`config.mk`:
```
export PLATFORM = sky130hd
export DESIGN_NAME = iop_port
export DESIGN_NICKNAME = d
export VERILOG_FILES = /design/src/iop_pkg.sv /design/src/iop_pad.sv /design/src/iop_port.sv /design/src/iop_reg.sv
export VERILOG_INCLUDE_DIRS = /design/src
export SDC_FILE = /design/constraint.sdc
export NUM_CORES = 1
export LEC_CHECK = 0
export BUFFER_PORTS_ARGS = -buffer_cell sky130_fd_sc_hd__buf_2
export CORE_MARGIN = 5
export CORE_UTILIZATION = 61
export CTS_BUF_LIST = sky130_fd_sc_hd__clkbuf_4 sky130_fd_sc_hd__clkbuf_8
export CTS_CLUSTER_DIAMETER = 120
export CTS_CLUSTER_SIZE = 24
export DETAILED_ROUTE_END_ITERATION = 6
export GPL_TIMING_DRIVEN = 1
export HOLD_SLACK_MARGIN = 0.08
export PLACE_DENSITY = 0.87
export SLEW_MARGIN = 10
export SYNTH_ARGS = -nofsm -noshare
export SYNTH_HDL_FRONTEND = slang
export SYNTH_SLANG_ARGS = --single-unit
```
`constraint.sdc`:
```
create_clock -name core_clk -period 1.94 [get_ports core_clk]
set_input_delay 0.388 -clock core_clk [delete_from_list [all_inputs] [get_ports core_clk]]
set_output_delay 0.388 -clock core_clk [all_outputs]
set_load 0.01 [all_outputs]
```
`src/iop_map.svh`:
```
// Register indices, field positions and reset values of the I/O port
`ifndef IOP_MAP_SVH
`define IOP_MAP_SVH

`define IOP_IDX_W 4
`define IOP_REG_COUNT 10
`define IOP_IDX_DIR 4'h0
`define IOP_IDX_PORT 4'h1
`define IOP_IDX_LAT 4'h2
`define IOP_IDX_ODC 4'h3
`define IOP_IDX_ANSEL 4'h4
`define IOP_IDX_CNEN 4'h5
`define IOP_IDX_CNSTAT 4'h6
`define IOP_IDX_CNPU 4'h7
`define IOP_IDX_CNPD 4'h8
`define IOP_IDX_CNCON 4'h9

`define IOP_DIR_RST 16'hffff
`define IOP_ANSEL_RST 16'hffff
`define IOP_ZERO_RST 16'h0000
`define IOP_CNCON_ON_BIT 15

`endif

```
`src/iop_pkg.sv`:
```
// Types shared by the I/O port modules
package iop_pkg;

  // Base access and its atomic clear, set and invert companions
  typedef enum logic [1:0] {
    IOP_OP_WR,
    IOP_OP_CLR,
    IOP_OP_SET,
    IOP_OP_INV
  } iop_op_t;

endpackage

```
`src/iop_pad.sv`:
```
// Output driver, enable and pull controls of one port pin
`timescale 1ns/1ps
module iop_pad (
  input wire logic core_clk,
  input wire logic arst_n,
  input wire logic dir_in,
  input wire logic latch,
  input wire logic open_drain,
  input wire logic pu_req,
  input wire logic pd_req,
  input wire logic analog,
  output logic pad_out,
  output logic pad_oe_n,
  output logic pullup_en,
  output logic pulldown_en,
  output logic analog_en
);
  import iop_pkg::*;

  logic pad_out_ff;
  logic pad_oe_n_ff;
  logic pullup_en_ff;
  logic pulldown_en_ff;
  logic analog_en_ff;

  always_ff @(posedge core_clk or negedge arst_n)
  begin
    if (!arst_n)
    begin
      pad_out_ff <= 1'b0;
      pad_oe_n_ff <= 1'b1;
    end
    else
    begin
      // Input releases the pin; analog select does not block the driver
      if (dir_in)
        pad_oe_n_ff <= 1'b1;
      else if (open_drain)
        pad_oe_n_ff <= latch;
      else
        pad_oe_n_ff <= 1'b0;
      pad_out_ff <= latch & ~open_drain;
    end
  end

  always_ff @(posedge core_clk or negedge arst_n)
  begin
    if (!arst_n)
    begin
      pullup_en_ff <= 1'b0;
      pulldown_en_ff <= 1'b0;
      analog_en_ff <= 1'b1;
    end
    else
    begin
      pullup_en_ff <= pu_req;
      pulldown_en_ff <= pd_req;
      analog_en_ff <= analog;
    end
  end

  assign pad_out = pad_out_ff;
  assign pad_oe_n = pad_oe_n_ff;
  assign pullup_en = pullup_en_ff;
  assign pulldown_en = pulldown_en_ff;
  assign analog_en = analog_en_ff;
endmodule

```
`src/iop_port.sv`:
```
// Digital I/O port with change notification and atomic register access
`timescale 1ns/1ps
`include "iop_map.svh"
// Function
// - Ten registers govern each pin: direction, pins, latch, drain, analog, notify.
// - Direction bit 1 makes the pin an input; 0 drives it.
// - All direction bits come up set after reset.
// - Latch reads return latch contents; latch writes update it.
// - Pin state reads return sampled pins; writes go to the latch.
// - Open-drain bit makes the output drive low only, release for high.
// - Analog select resets to all ones.
// - Output with analog select set still drives the digital level.
// - Pin state reads return zero for analog input pins.
// - Change detection holds the last level while the clock stops, flags a change after restart and requests interrupts.
// - Change enable bit enables the change interrupt for that pin.
// - Change status flags a pin changed since its last pin state read.
// - Pull-up and pull-down enable bits switch on weak pulls.
// - Clear, set, invert writes alter only bits written as one.
// - Companion reads return no meaningful data; read the base register.
module iop_port #(
  parameter int W = 16
) (
  input wire logic core_clk,
  input wire logic arst_n,
  input wire logic wr_en,
  input wire logic [`IOP_IDX_W-1:0] wr_sel,
  input wire iop_pkg::iop_op_t wr_op,
  input wire logic [W-1:0] wr_data,
  input wire logic rd_en,
  input wire logic [`IOP_IDX_W-1:0] rd_sel,
  input wire iop_pkg::iop_op_t rd_op,
  output logic [W-1:0] rd_data,
  output logic rd_valid,
  input wire logic [W-1:0] pad_in,
  output logic [W-1:0] pad_out,
  output logic [W-1:0] pad_oe_n,
  output logic [W-1:0] pullup_en,
  output logic [W-1:0] pulldown_en,
  output logic [W-1:0] analog_en,
  output logic change_irq
);
  import iop_pkg::*;

  logic [W-1:0] dir_q;
  logic [W-1:0] lat_q;
  logic [W-1:0] odc_q;
  logic [W-1:0] ansel_q;
  logic [W-1:0] cnen_q;
  logic [W-1:0] cnstat_q;
  logic [W-1:0] cnpu_q;
  logic [W-1:0] cnpd_q;
  logic [W-1:0] cncon_q;

  logic [W-1:0] pin_sample_ff;
  logic [W-1:0] pin_prev_ff;
  logic [W-1:0] rd_data_ff;
  logic [W-1:0] nxt_rd_data;
  logic rd_valid_ff;
  logic change_irq_ff;

  logic [W-1:0] analog_in;
  logic [W-1:0] pin_view;
  logic [W-1:0] change_seen;
  logic [W-1:0] status_clr;
  logic port_base_rd;
  logic cn_on;

  logic wr_dir;
  logic wr_lat;
  logic wr_odc;
  logic wr_ansel;
  logic wr_cnen;
  logic wr_cnstat;
  logic wr_cnpu;
  logic wr_cnpd;
  logic wr_cncon;

  // Write strobes; a pin state write lands in the latch
  assign wr_dir = wr_en && (wr_sel == `IOP_IDX_DIR);
  assign wr_lat = wr_en && ((wr_sel == `IOP_IDX_LAT) ||
                            (wr_sel == `IOP_IDX_PORT));
  assign wr_odc = wr_en && (wr_sel == `IOP_IDX_ODC);
  assign wr_ansel = wr_en && (wr_sel == `IOP_IDX_ANSEL);
  assign wr_cnen = wr_en && (wr_sel == `IOP_IDX_CNEN);
  assign wr_cnstat = wr_en && (wr_sel == `IOP_IDX_CNSTAT);
  assign wr_cnpu = wr_en && (wr_sel == `IOP_IDX_CNPU);
  assign wr_cnpd = wr_en && (wr_sel == `IOP_IDX_CNPD);
  assign wr_cncon = wr_en && (wr_sel == `IOP_IDX_CNCON);

  // Nine stored registers plus the pin view make the ten per port
  iop_reg #(.W(W), .RST_VAL(W'(`IOP_DIR_RST))) u_dir (
    .core_clk(core_clk),
    .arst_n(arst_n),
    .wr_en(wr_dir),
    .wr_op(wr_op),
    .wr_data(wr_data),
    .hw_set('0),
    .hw_clr('0),
    .value(dir_q)
  );

  iop_reg #(.W(W), .RST_VAL(W'(`IOP_ZERO_RST))) u_lat (
    .core_clk(core_clk),
    .arst_n(arst_n),
    .wr_en(wr_lat),
    .wr_op(wr_op),
    .wr_data(wr_data),
    .hw_set('0),
    .hw_clr('0),
    .value(lat_q)
  );

  iop_reg #(.W(W), .RST_VAL(W'(`IOP_ZERO_RST))) u_odc (
    .core_clk(core_clk),
    .arst_n(arst_n),
    .wr_en(wr_odc),
    .wr_op(wr_op),
    .wr_data(wr_data),
    .hw_set('0),
    .hw_clr('0),
    .value(odc_q)
  );

  iop_reg #(.W(W), .RST_VAL(W'(`IOP_ANSEL_RST))) u_ansel (
    .core_clk(core_clk),
    .arst_n(arst_n),
    .wr_en(wr_ansel),
    .wr_op(wr_op),
    .wr_data(wr_data),
    .hw_set('0),
    .hw_clr('0),
    .value(ansel_q)
  );

  iop_reg #(.W(W), .RST_VAL(W'(`IOP_ZERO_RST))) u_cnen (
    .core_clk(core_clk),
    .arst_n(arst_n),
    .wr_en(wr_cnen),
    .wr_op(wr_op),
    .wr_data(wr_data),
    .hw_set('0),
    .hw_clr('0),
    .value(cnen_q)
  );

  iop_reg #(.W(W), .RST_VAL(W'(`IOP_ZERO_RST))) u_cnstat (
    .core_clk(core_clk),
    .arst_n(arst_n),
    .wr_en(wr_cnstat),
    .wr_op(wr_op),
    .wr_data(wr_data),
    .hw_set(change_seen),
    .hw_clr(status_clr),
    .value(cnstat_q)
  );

  iop_reg #(.W(W), .RST_VAL(W'(`IOP_ZERO_RST))) u_cnpu (
    .core_clk(core_clk),
    .arst_n(arst_n),
    .wr_en(wr_cnpu),
    .wr_op(wr_op),
    .wr_data(wr_data),
    .hw_set('0),
    .hw_clr('0),
    .value(cnpu_q)
  );

  iop_reg #(.W(W), .RST_VAL(W'(`IOP_ZERO_RST))) u_cnpd (
    .core_clk(core_clk),
    .arst_n(arst_n),
    .wr_en(wr_cnpd),
    .wr_op(wr_op),
    .wr_data(wr_data),
    .hw_set('0),
    .hw_clr('0),
    .value(cnpd_q)
  );

  iop_reg #(.W(W), .RST_VAL(W'(`IOP_ZERO_RST))) u_cncon (
    .core_clk(core_clk),
    .arst_n(arst_n),
    .wr_en(wr_cncon),
    .wr_op(wr_op),
    .wr_data(wr_data),
    .hw_set('0),
    .hw_clr('0),
    .value(cncon_q)
  );

  // Pin drivers, one per bit
  genvar gi;
  generate
    for (gi = 0; gi < W; gi++)
    begin : g_pad
      iop_pad u_pad (
        .core_clk(core_clk),
        .arst_n(arst_n),
        .dir_in(dir_q[gi]),
        .latch(lat_q[gi]),
        .open_drain(odc_q[gi]),
        .pu_req(cnpu_q[gi]),
        .pd_req(cnpd_q[gi]),
        .analog(ansel_q[gi]),
        .pad_out(pad_out[gi]),
        .pad_oe_n(pad_oe_n[gi]),
        .pullup_en(pullup_en[gi]),
        .pulldown_en(pulldown_en[gi]),
        .analog_en(analog_en[gi])
      );
    end
  endgenerate

  // Pin sampling; one cycle of latency is why software must pause
  always_ff @(posedge core_clk or negedge arst_n)
  begin
    if (!arst_n)
      pin_sample_ff <= '0;
    else
      pin_sample_ff <= pad_in;
  end

  // Last seen level is held while the clock stands, so a change made
  // during a clock stop is flagged on the second edge after restart
  always_ff @(posedge core_clk or negedge arst_n)
  begin
    if (!arst_n)
      pin_prev_ff <= '0;
    else
      pin_prev_ff <= pin_sample_ff;
  end

  assign cn_on = cncon_q[`IOP_CNCON_ON_BIT];
  assign analog_in = ansel_q & dir_q;
  assign pin_view = pin_sample_ff & ~analog_in;
  assign change_seen = (pin_sample_ff ^ pin_prev_ff) & ~analog_in &
                       {W{cn_on}};
  assign port_base_rd = rd_en && (rd_sel == `IOP_IDX_PORT) &&
                        (rd_op == IOP_OP_WR);
  assign status_clr = {W{port_base_rd}};

  // Read mux; companion reads return zero
  always_comb
  begin
    nxt_rd_data = '0;
    if (rd_op != IOP_OP_WR)
      nxt_rd_data = '0;
    else if (rd_sel == `IOP_IDX_DIR)
      nxt_rd_data = dir_q;
    else if (rd_sel == `IOP_IDX_PORT)
      nxt_rd_data = pin_view;
    else if (rd_sel == `IOP_IDX_LAT)
      nxt_rd_data = lat_q;
    else if (rd_sel == `IOP_IDX_ODC)
      nxt_rd_data = odc_q;
    else if (rd_sel == `IOP_IDX_ANSEL)
      nxt_rd_data = ansel_q;
    else if (rd_sel == `IOP_IDX_CNEN)
      nxt_rd_data = cnen_q;
    else if (rd_sel == `IOP_IDX_CNSTAT)
      nxt_rd_data = cnstat_q;
    else if (rd_sel == `IOP_IDX_CNPU)
      nxt_rd_data = cnpu_q;
    else if (rd_sel == `IOP_IDX_CNPD)
      nxt_rd_data = cnpd_q;
    else if (rd_sel == `IOP_IDX_CNCON)
      nxt_rd_data = cncon_q;
    else
      nxt_rd_data = '0;
  end

  always_ff @(posedge core_clk or negedge arst_n)
  begin
    if (!arst_n)
    begin
      rd_data_ff <= '0;
      rd_valid_ff <= 1'b0;
    end
    else
    begin
      rd_valid_ff <= rd_en;
      if (rd_en)
        rd_data_ff <= nxt_rd_data;
    end
  end

  // Single request for the whole port
  always_ff @(posedge core_clk or negedge arst_n)
  begin
    if (!arst_n)
      change_irq_ff <= 1'b0;
    else
      change_irq_ff <= |(cnstat_q & cnen_q);
  end

  assign rd_data = rd_data_ff;
  assign rd_valid = rd_valid_ff;
  assign change_irq = change_irq_ff;
endmodule

```
`src/iop_reg.sv`:
```
// One port register with atomic clear, set and invert write forms
`timescale 1ns/1ps
module iop_reg #(
  parameter int W = 16,
  parameter logic [W-1:0] RST_VAL = '0
) (
  input wire logic core_clk,
  input wire logic arst_n,
  input wire logic wr_en,
  input wire iop_pkg::iop_op_t wr_op,
  input wire logic [W-1:0] wr_data,
  input wire logic [W-1:0] hw_set,
  input wire logic [W-1:0] hw_clr,
  output logic [W-1:0] value
);
  import iop_pkg::*;

  logic [W-1:0] value_ff;
  logic [W-1:0] nxt_value;
  logic [W-1:0] sw_value;

  always_comb
  begin
    sw_value = value_ff;
    if (wr_en)
    begin
      case (wr_op)
        IOP_OP_WR: sw_value = wr_data;
        IOP_OP_CLR: sw_value = value_ff & ~wr_data;
        IOP_OP_SET: sw_value = value_ff | wr_data;
        default: sw_value = value_ff ^ wr_data;
      endcase
    end
    // Hardware set wins so an event in the clearing cycle is kept
    nxt_value = (sw_value & ~hw_clr) | hw_set;
  end

  always_ff @(posedge core_clk or negedge arst_n)
  begin
    if (!arst_n)
      value_ff <= RST_VAL;
    else
      value_ff <= nxt_value;
  end

  assign value = value_ff;
endmodule
```
**After elaboration in Yosys (flattened, before gate mapping)**

Cells that the tools add are included.

- Flip-flop bits (word level): 274
- Bits in latches: 0
- RAM bits: 0
- Bits in read-only memories: 0
- Bits of input ports: 48
- Output and inout bits: 98
- Logic and storage cells: 255
- Memories kept: 0

- $add $sub $neg: 0
- $mul: 0
- Div/mod/pow operators: 0
- Order comparisons: 0
- Eq/ne operators: 20
- Shift-type cells: 0
- Multiplexer cells: 53
- Bitwise logic cells: 70
- Reduce and logical (&&, ||, !) cells: 18

Operator list:

| operator | count |
|---|---|
| 16-bit case mux with 3 select lines | 9 |
| 16-bit AND | 15 |
| 16-bit two-way mux | 12 |
| 16-bit bitwise OR | 10 |
| 16-bit XOR | 10 |
| 16-bit inverter | 3 |
| 4-bit by 3-bit == test with 1-bit output (second input constant) | 8 |
| 1-bit two-way mux | 32 |
| 1-bit AND | 16 |
| 4-bit by 2-bit == test with 1-bit output (second input constant) | 4 |
| 4-bit == test (second input constant) | 4 |
| 1-bit inverter | 16 |
| 16-bit OR reduction | 1 |
| 1-bit logical AND | 11 |
| 4-bit by 1-bit == test with 1-bit output (second input constant) | 2 |
| 4-bit zero test | 2 |
| 2-bit zero test | 2 |
| 2-bit by 1-bit == test with 1-bit output (second input constant) | 1 |
| 2-bit == test (second input constant) | 1 |
| 2-bit nonzero test | 1 |
| 1-bit logical OR | 1 |

**Longest topological paths before layout**

- Depth in word-level cells: 12
- Gate-level depth with buffers: 8
- Gate-level depth less buffers: 7

**Hierarchy**

From an unflattened synthesis, not the netlist that was laid out.

- Cell total of the unflattened synthesis: 2447
- Area total of the unflattened synthesis: 24451.0 µm²

Modules (own cells, without submodules):

| module | times used | cells each | area each (µm²) | sequential area each (µm²) |
|---|---|---|---|---|
| iop_reg (u_cncon ...) | 7 | 214 | 2047.0 | 400.4 |
| iop_reg (u_ansel ...) | 2 | 214 | 2067.0 | 420.4 |
| iop_port | 1 | 409 | 3726.1 | 1251.2 |
| iop_pad | 16 | 7 | 141.4 | 127.6 |

**Worst setup path before layout**

OpenSTA, ideal clock, no wires.

- Path type: input port to flip-flop
- Start point: input port wr_data[6]
- End point: register u_cnstat.value_ff[6], in the netlist u_cnstat.value[6]
- Setup time: 122 ps
- Arrival: 1555 ps
- Path slack: 263 ps
- Stages on the path: 7
- Buffers on the path: 0
- Cell sequence: inv_1 -> ha_1 -> nand2_1 -> o21ai_0 -> a21oi_1 -> a21oi_1 -> a32o_1

- Longest elaborated chain between the ends: 6

RTL lines:

| element | line | RTL |
|---|---|---|
| start, declared | iop_port.sv:28 | `input wire logic [W-1:0] wr_data,` |
| 16-bit inverter | iop_reg.sv:29 | `IOP_OP_CLR: sw_value = value_ff & ~wr_data;` |
| 16-bit AND | iop_reg.sv:29 |  |
| 16-bit case mux with 3 select lines (*) | iop_reg.sv:27 | `case (wr_op)` |
| 16-bit two-way mux (*) | iop_reg.sv:25 | `if (wr_en)` |
| 16-bit AND (*) | iop_reg.sv:35 | `nxt_value = (sw_value & ~hw_clr) \| hw_set;` |
| 16-bit bitwise OR (*) | iop_reg.sv:35 |  |
| named net u_cnstat.nxt_value[6] | iop_reg.sv:19 | `logic [W-1:0] nxt_value;` |
| end signal, assigned | iop_reg.sv:43 | `value_ff <= nxt_value;` |
| end, declared | iop_reg.sv:18 | `logic [W-1:0] value_ff;` |

The timed path passes the listed nets; every way through them passes the cells marked *.
A chain may end at the register's enable or synchronous reset.

**Final worst setup path**

- Start point: register g_pad[11].u_pad.pad_oe_n_ff
- End point: output port pad_oe_n[11]

RTL lines:

| element | line | RTL |
|---|---|---|
| start, declared | iop_pad.sv:21 | `logic pad_oe_n_ff;` |
| start signal, assigned | iop_pad.sv:39 | `pad_oe_n_ff <= latch;` |
| end, declared | iop_port.sv:36 | `output logic [W-1:0] pad_oe_n,` |

No word-level cell between the ends.

==> out/results.tsv <==
stage	metric	value	unit
hold_path	HP Class	in -> reg	
synth	syn avg cell area	8.61	µm²
setup_path	Worst path max stage delay	590	ps
clock_network	Root Buffer	clkbuf_8	
synth	total number of yosys warnings	0	
finish	Syn-to-layout area delta	10.0	%
global_route	vias in the first global route	16600	
detailed_routing	final wirelength	60.2	mm
timing	final cycle utilization of the critical path	87.5	%
run_status	result of the run	completed	
clock_network	Worst-Skew Late Latency	600	ps
global_route	largest net degree at the start of global routing	72	
timing	Layout Skew	49.3	ps
clock_network	number of CTS-inserted buffers	15	
clock_network	Worst-path clk slew	140	ps
clock_network	cts repair resizes	0	
timing	worst hold slack	213	ps
placed_design	Buffers on Ports	145	
timing	max-slew violations	0	
detailed_routing	routed wl met2	27.6	mm
setup_path	Setup Crit Path Kind	reg -> out	
global_route	gr ovfl total	0	
die	core area	0.0316	mm²
die	Initial Utilization	61.9	%
clock_network	# clock sinks	274	
detailed_routing	vias post-DR	17300	
timing	RSZ-0062 raised after global routing	no	
placed_design	Post-DP HPWL	44.5	mm
synth	post-synth cell types	44	
synth	Synth Register Bits	274	
pwr	Pwr Total	17.3	mW
detailed_routing	M1 WL	25.0	mm
clock_network	Clock Tree Buf Depth	3	
timing	worst relative slew slack	58.0	%
synth	sequential element share of the synthesized area	35.4	%
synth	post-synth net total	2613	
synth	Synth area leaders	dfrtp_1 (27%), ha_1 (18%), dfstp_2 (8.6%)	
setup_path	Crit Path Max Fanout	1	
global_route	initial antenna violation count	0	
setup_path	critical path's slowest cell	dfstp_2	
pwr	Worst VDD drop	543	µV
timing	max frequency	589	MHz
synth	Yosys top cell area share	26.8	%
flow_run	Max Cap Viol	0	
clock_network	setup bufs post-CTS	0	
pwr	sequential share of power	49.9	%
setup_path	Crit. End Element	output pin	
detailed_routing	First DRT Iteration DRCs	2013	
pwr	LEAKAGE	10.4	nW
setup_path	worst-path cell chain	buf_2	
finish	diode count	0	
detailed_routing	Avg WL per Cell	21.5	µm
timing	Final WS setup	242	ps
pwr	Logic pwr share	33.4	%
finish	FILL cells	2466	
die	Rows	65	
detailed_routing	Met3 Wirelength	5.13	mm
detailed_routing	DR top layer	met4	
finish	share of cells above drive strength 1	17.5	%
finish	Final nets	2725	
setup_path	FF-to-FF Start	u_ansel.value[1]	
detailed_routing	antenna viol nets, final	0	
clock_network	CTS Hold Bufs	17	
global_route	first-pass GRT wire length	93.7	mm
setup_path	worst path required time	1550	ps
setup_path	CP Buf/Inv Count	1	
pwr	switching power	6.92	mW
synth	top post-synthesis cells by count	ha_1 (288), a21oi_1 (245), dfrtp_1 (210)	
hold_path	hold path endpoint	rd_valid	
clock_network	TritonCTS clock tree	done	
synth	number of synthesized flops with an enable pin	0	
setup_path	FF-to-FF End	u_ansel.value[1]	
placed_design	Post-Place Cells	2757	
placed_design	worst slack, placed	-14.2	ps
timing	minimum clock period	1700	ps
synth	Synth async-reset ratio	100	%
pwr	Switching Fraction	39.9	%
timing	Worst Max-Slew Pin Slew	623	ps
synth	cell accounting for the most synthesized area	dfrtp_1	
setup_path	Crit path max-delay family	flip-flops	
die	IO Count	146	
setup_path	path depth of the worst reg2reg path	6	
synth	Synth Flop Type	dfrtp_1	
setup_path	Worst Setup Start Kind	register	
die	Die Ht	189	µm
placed_design	final estimated routing congestion in global placement	0.983	
timing	final-report hold violation count	0	
timing	Final setup viols	0	
hold_path	hold path depth	2	
detailed_routing	vias per cell	6.18	
setup_path	reg2reg setup slack	320	ps
pwr	P_int	10.4	mW
pwr	Clock power frac	16.7	%
synth	Synth Cell Area	0.0196	mm²
setup_path	WP depth	1	
synth	count leader, synth	ha_1	
hold_path	hold wc startpoint	rd_en	
clock_network	H-Tree Depth	1	
global_route	gr usage total	32.8	%
die	die area	0.0358	mm²
die	die width	189	µm
pwr	PwrDens	804	mW/mm²
detailed_routing	DRC	0	
setup_path	crit path DAT	1310	ps
detailed_routing	router iterations before antenna repair	7	
finish	Final Non-Filler Cells	2800	
synth	Cells after Synth	2277	
[state kept, by name, indices dropped and copies added (netlist names)]
register / cells
g_pad.u_pad.analog_en: 16
g_pad.u_pad.pad_oe_n: 16
g_pad.u_pad.pad_out: 16
g_pad.u_pad.pulldown_en: 16
g_pad.u_pad.pullup_en: 16
pin_prev_ff: 16
pin_sample_ff: 16
rd_data: 16
u_ansel.value: 16
u_cncon.value: 16
u_cnen.value: 16
u_cnpd.value: 16
u_cnpu.value: 16
u_cnstat.value: 16
u_dir.value: 16
u_lat.value: 16
u_odc.value: 16
change_irq: 1
rd_valid: 1
[metrics by stage]
stage | utilization (%) | area [µm²] | setup TNS, ps
2_1_floorplan | - | 19600 | 0
5_1_grt | 68.1 | 21600 | 0
4_1_cts | 68.1 | 21600 | 0
3_3_place_gp | 66.7 | 21100 | 0
6_report | 68.1 | 21600 | 0
3_5_place_dp | 66.7 | 21100 | -32.3
[area by class of cell]
type | instances | area [µm²] | area share, %
Clock buffer | 24 | 274 | 1.27
Clock inverter | 2 | 23.8 | 0.110
Inverter | 165 | 619 | 2.87
Multi-Input combinational cell | 1613 | 10800 | 50.3
Sequential cell | 274 | 6940 | 32.2
Tap cell | 402 | 503 | 2.33
Timing Repair Buffer | 320 | 2350 | 10.9
[logic make-up (layout without fill, tap and decap cells)]
logic type	Yosys count	in the layout	share of synthesized area, %
AOI/OAI and AO/OA	621	621	18.1
and+or+nand+nor	660	660	16.6
muxes	27	27	1.38
xor gates and xnor gates	17	17	0.760
adders and majority gates	288	288	18.4
DFF	274	274	35.4
buffers and inverters	390	511	9.36
[power groups by stage]
stage,sequential [mW],combinational (mW),clock [mW]
2_1_floorplan,7.98,4.23,0
3_3_place_gp,8.66,5.30,0
3_5_place_dp,8.70,5.68,0
4_1_cts,8.60,5.74,2.93
5_1_grt,8.77,6.54,3.12
6_report,8.64,5.79,2.89
[worst max path at each step]
stage	slack, ps	to	start
finish	240	pad_oe_n[11]	g_pad[11].u_pad.pad_oe_n
global route	210	pad_oe_n[11]	g_pad[11].u_pad.pad_oe_n
CTS	220	pad_oe_n[11]	g_pad[11].u_pad.pad_oe_n
detailed placement	-10	rd_data[7]	rd_sel[2]
global placement	70	rd_data[7]	rd_sel[1]
floorplan	260	u_cnstat.value[6]	wr_data[6]
[placed cells by master, fill, tap and decap left out, drive strengths merged, types with 2 or more instances in the layout]
master / netlist / layout
buf: 130 / 302
ha: 288 / 288
a21oi: 245 / 245
dfrtp: 210 / 210
nand2: 203 / 203
o21ai: 203 / 203
inv: 165 / 166
nor2b: 146 / 146
nor3: 144 / 144
nor2: 124 / 124
a211oi: 64 / 64
dfstp: 64 / 64
mux2i: 27 / 27
o22ai: 25 / 25
clkbuf: 95 / 25
a31oi: 22 / 22
a22oi: 22 / 22
xor2: 17 / 17
dlygate4sd3: 0 / 17
a32o: 16 / 16
nand2b: 14 / 14
nand4b: 11 / 11
o221ai: 10 / 10
a32oi: 5 / 5
o21a: 5 / 5
nand3b: 4 / 4
a221oi: 4 / 4
or3b: 3 / 3
nor3b: 3 / 3
nor4b: 2 / 2
[per-layer routing]
metal | vias up | GRT usage (%)
li1 | 7947 | -
met1 | 8368 | 44.4
met2 | 839 | 53.9
met3 | 143 | 5.38
met4 | 0 | 11.4
met5 | - | 0
Note: power is estimated with default switching activity, not from simulation.
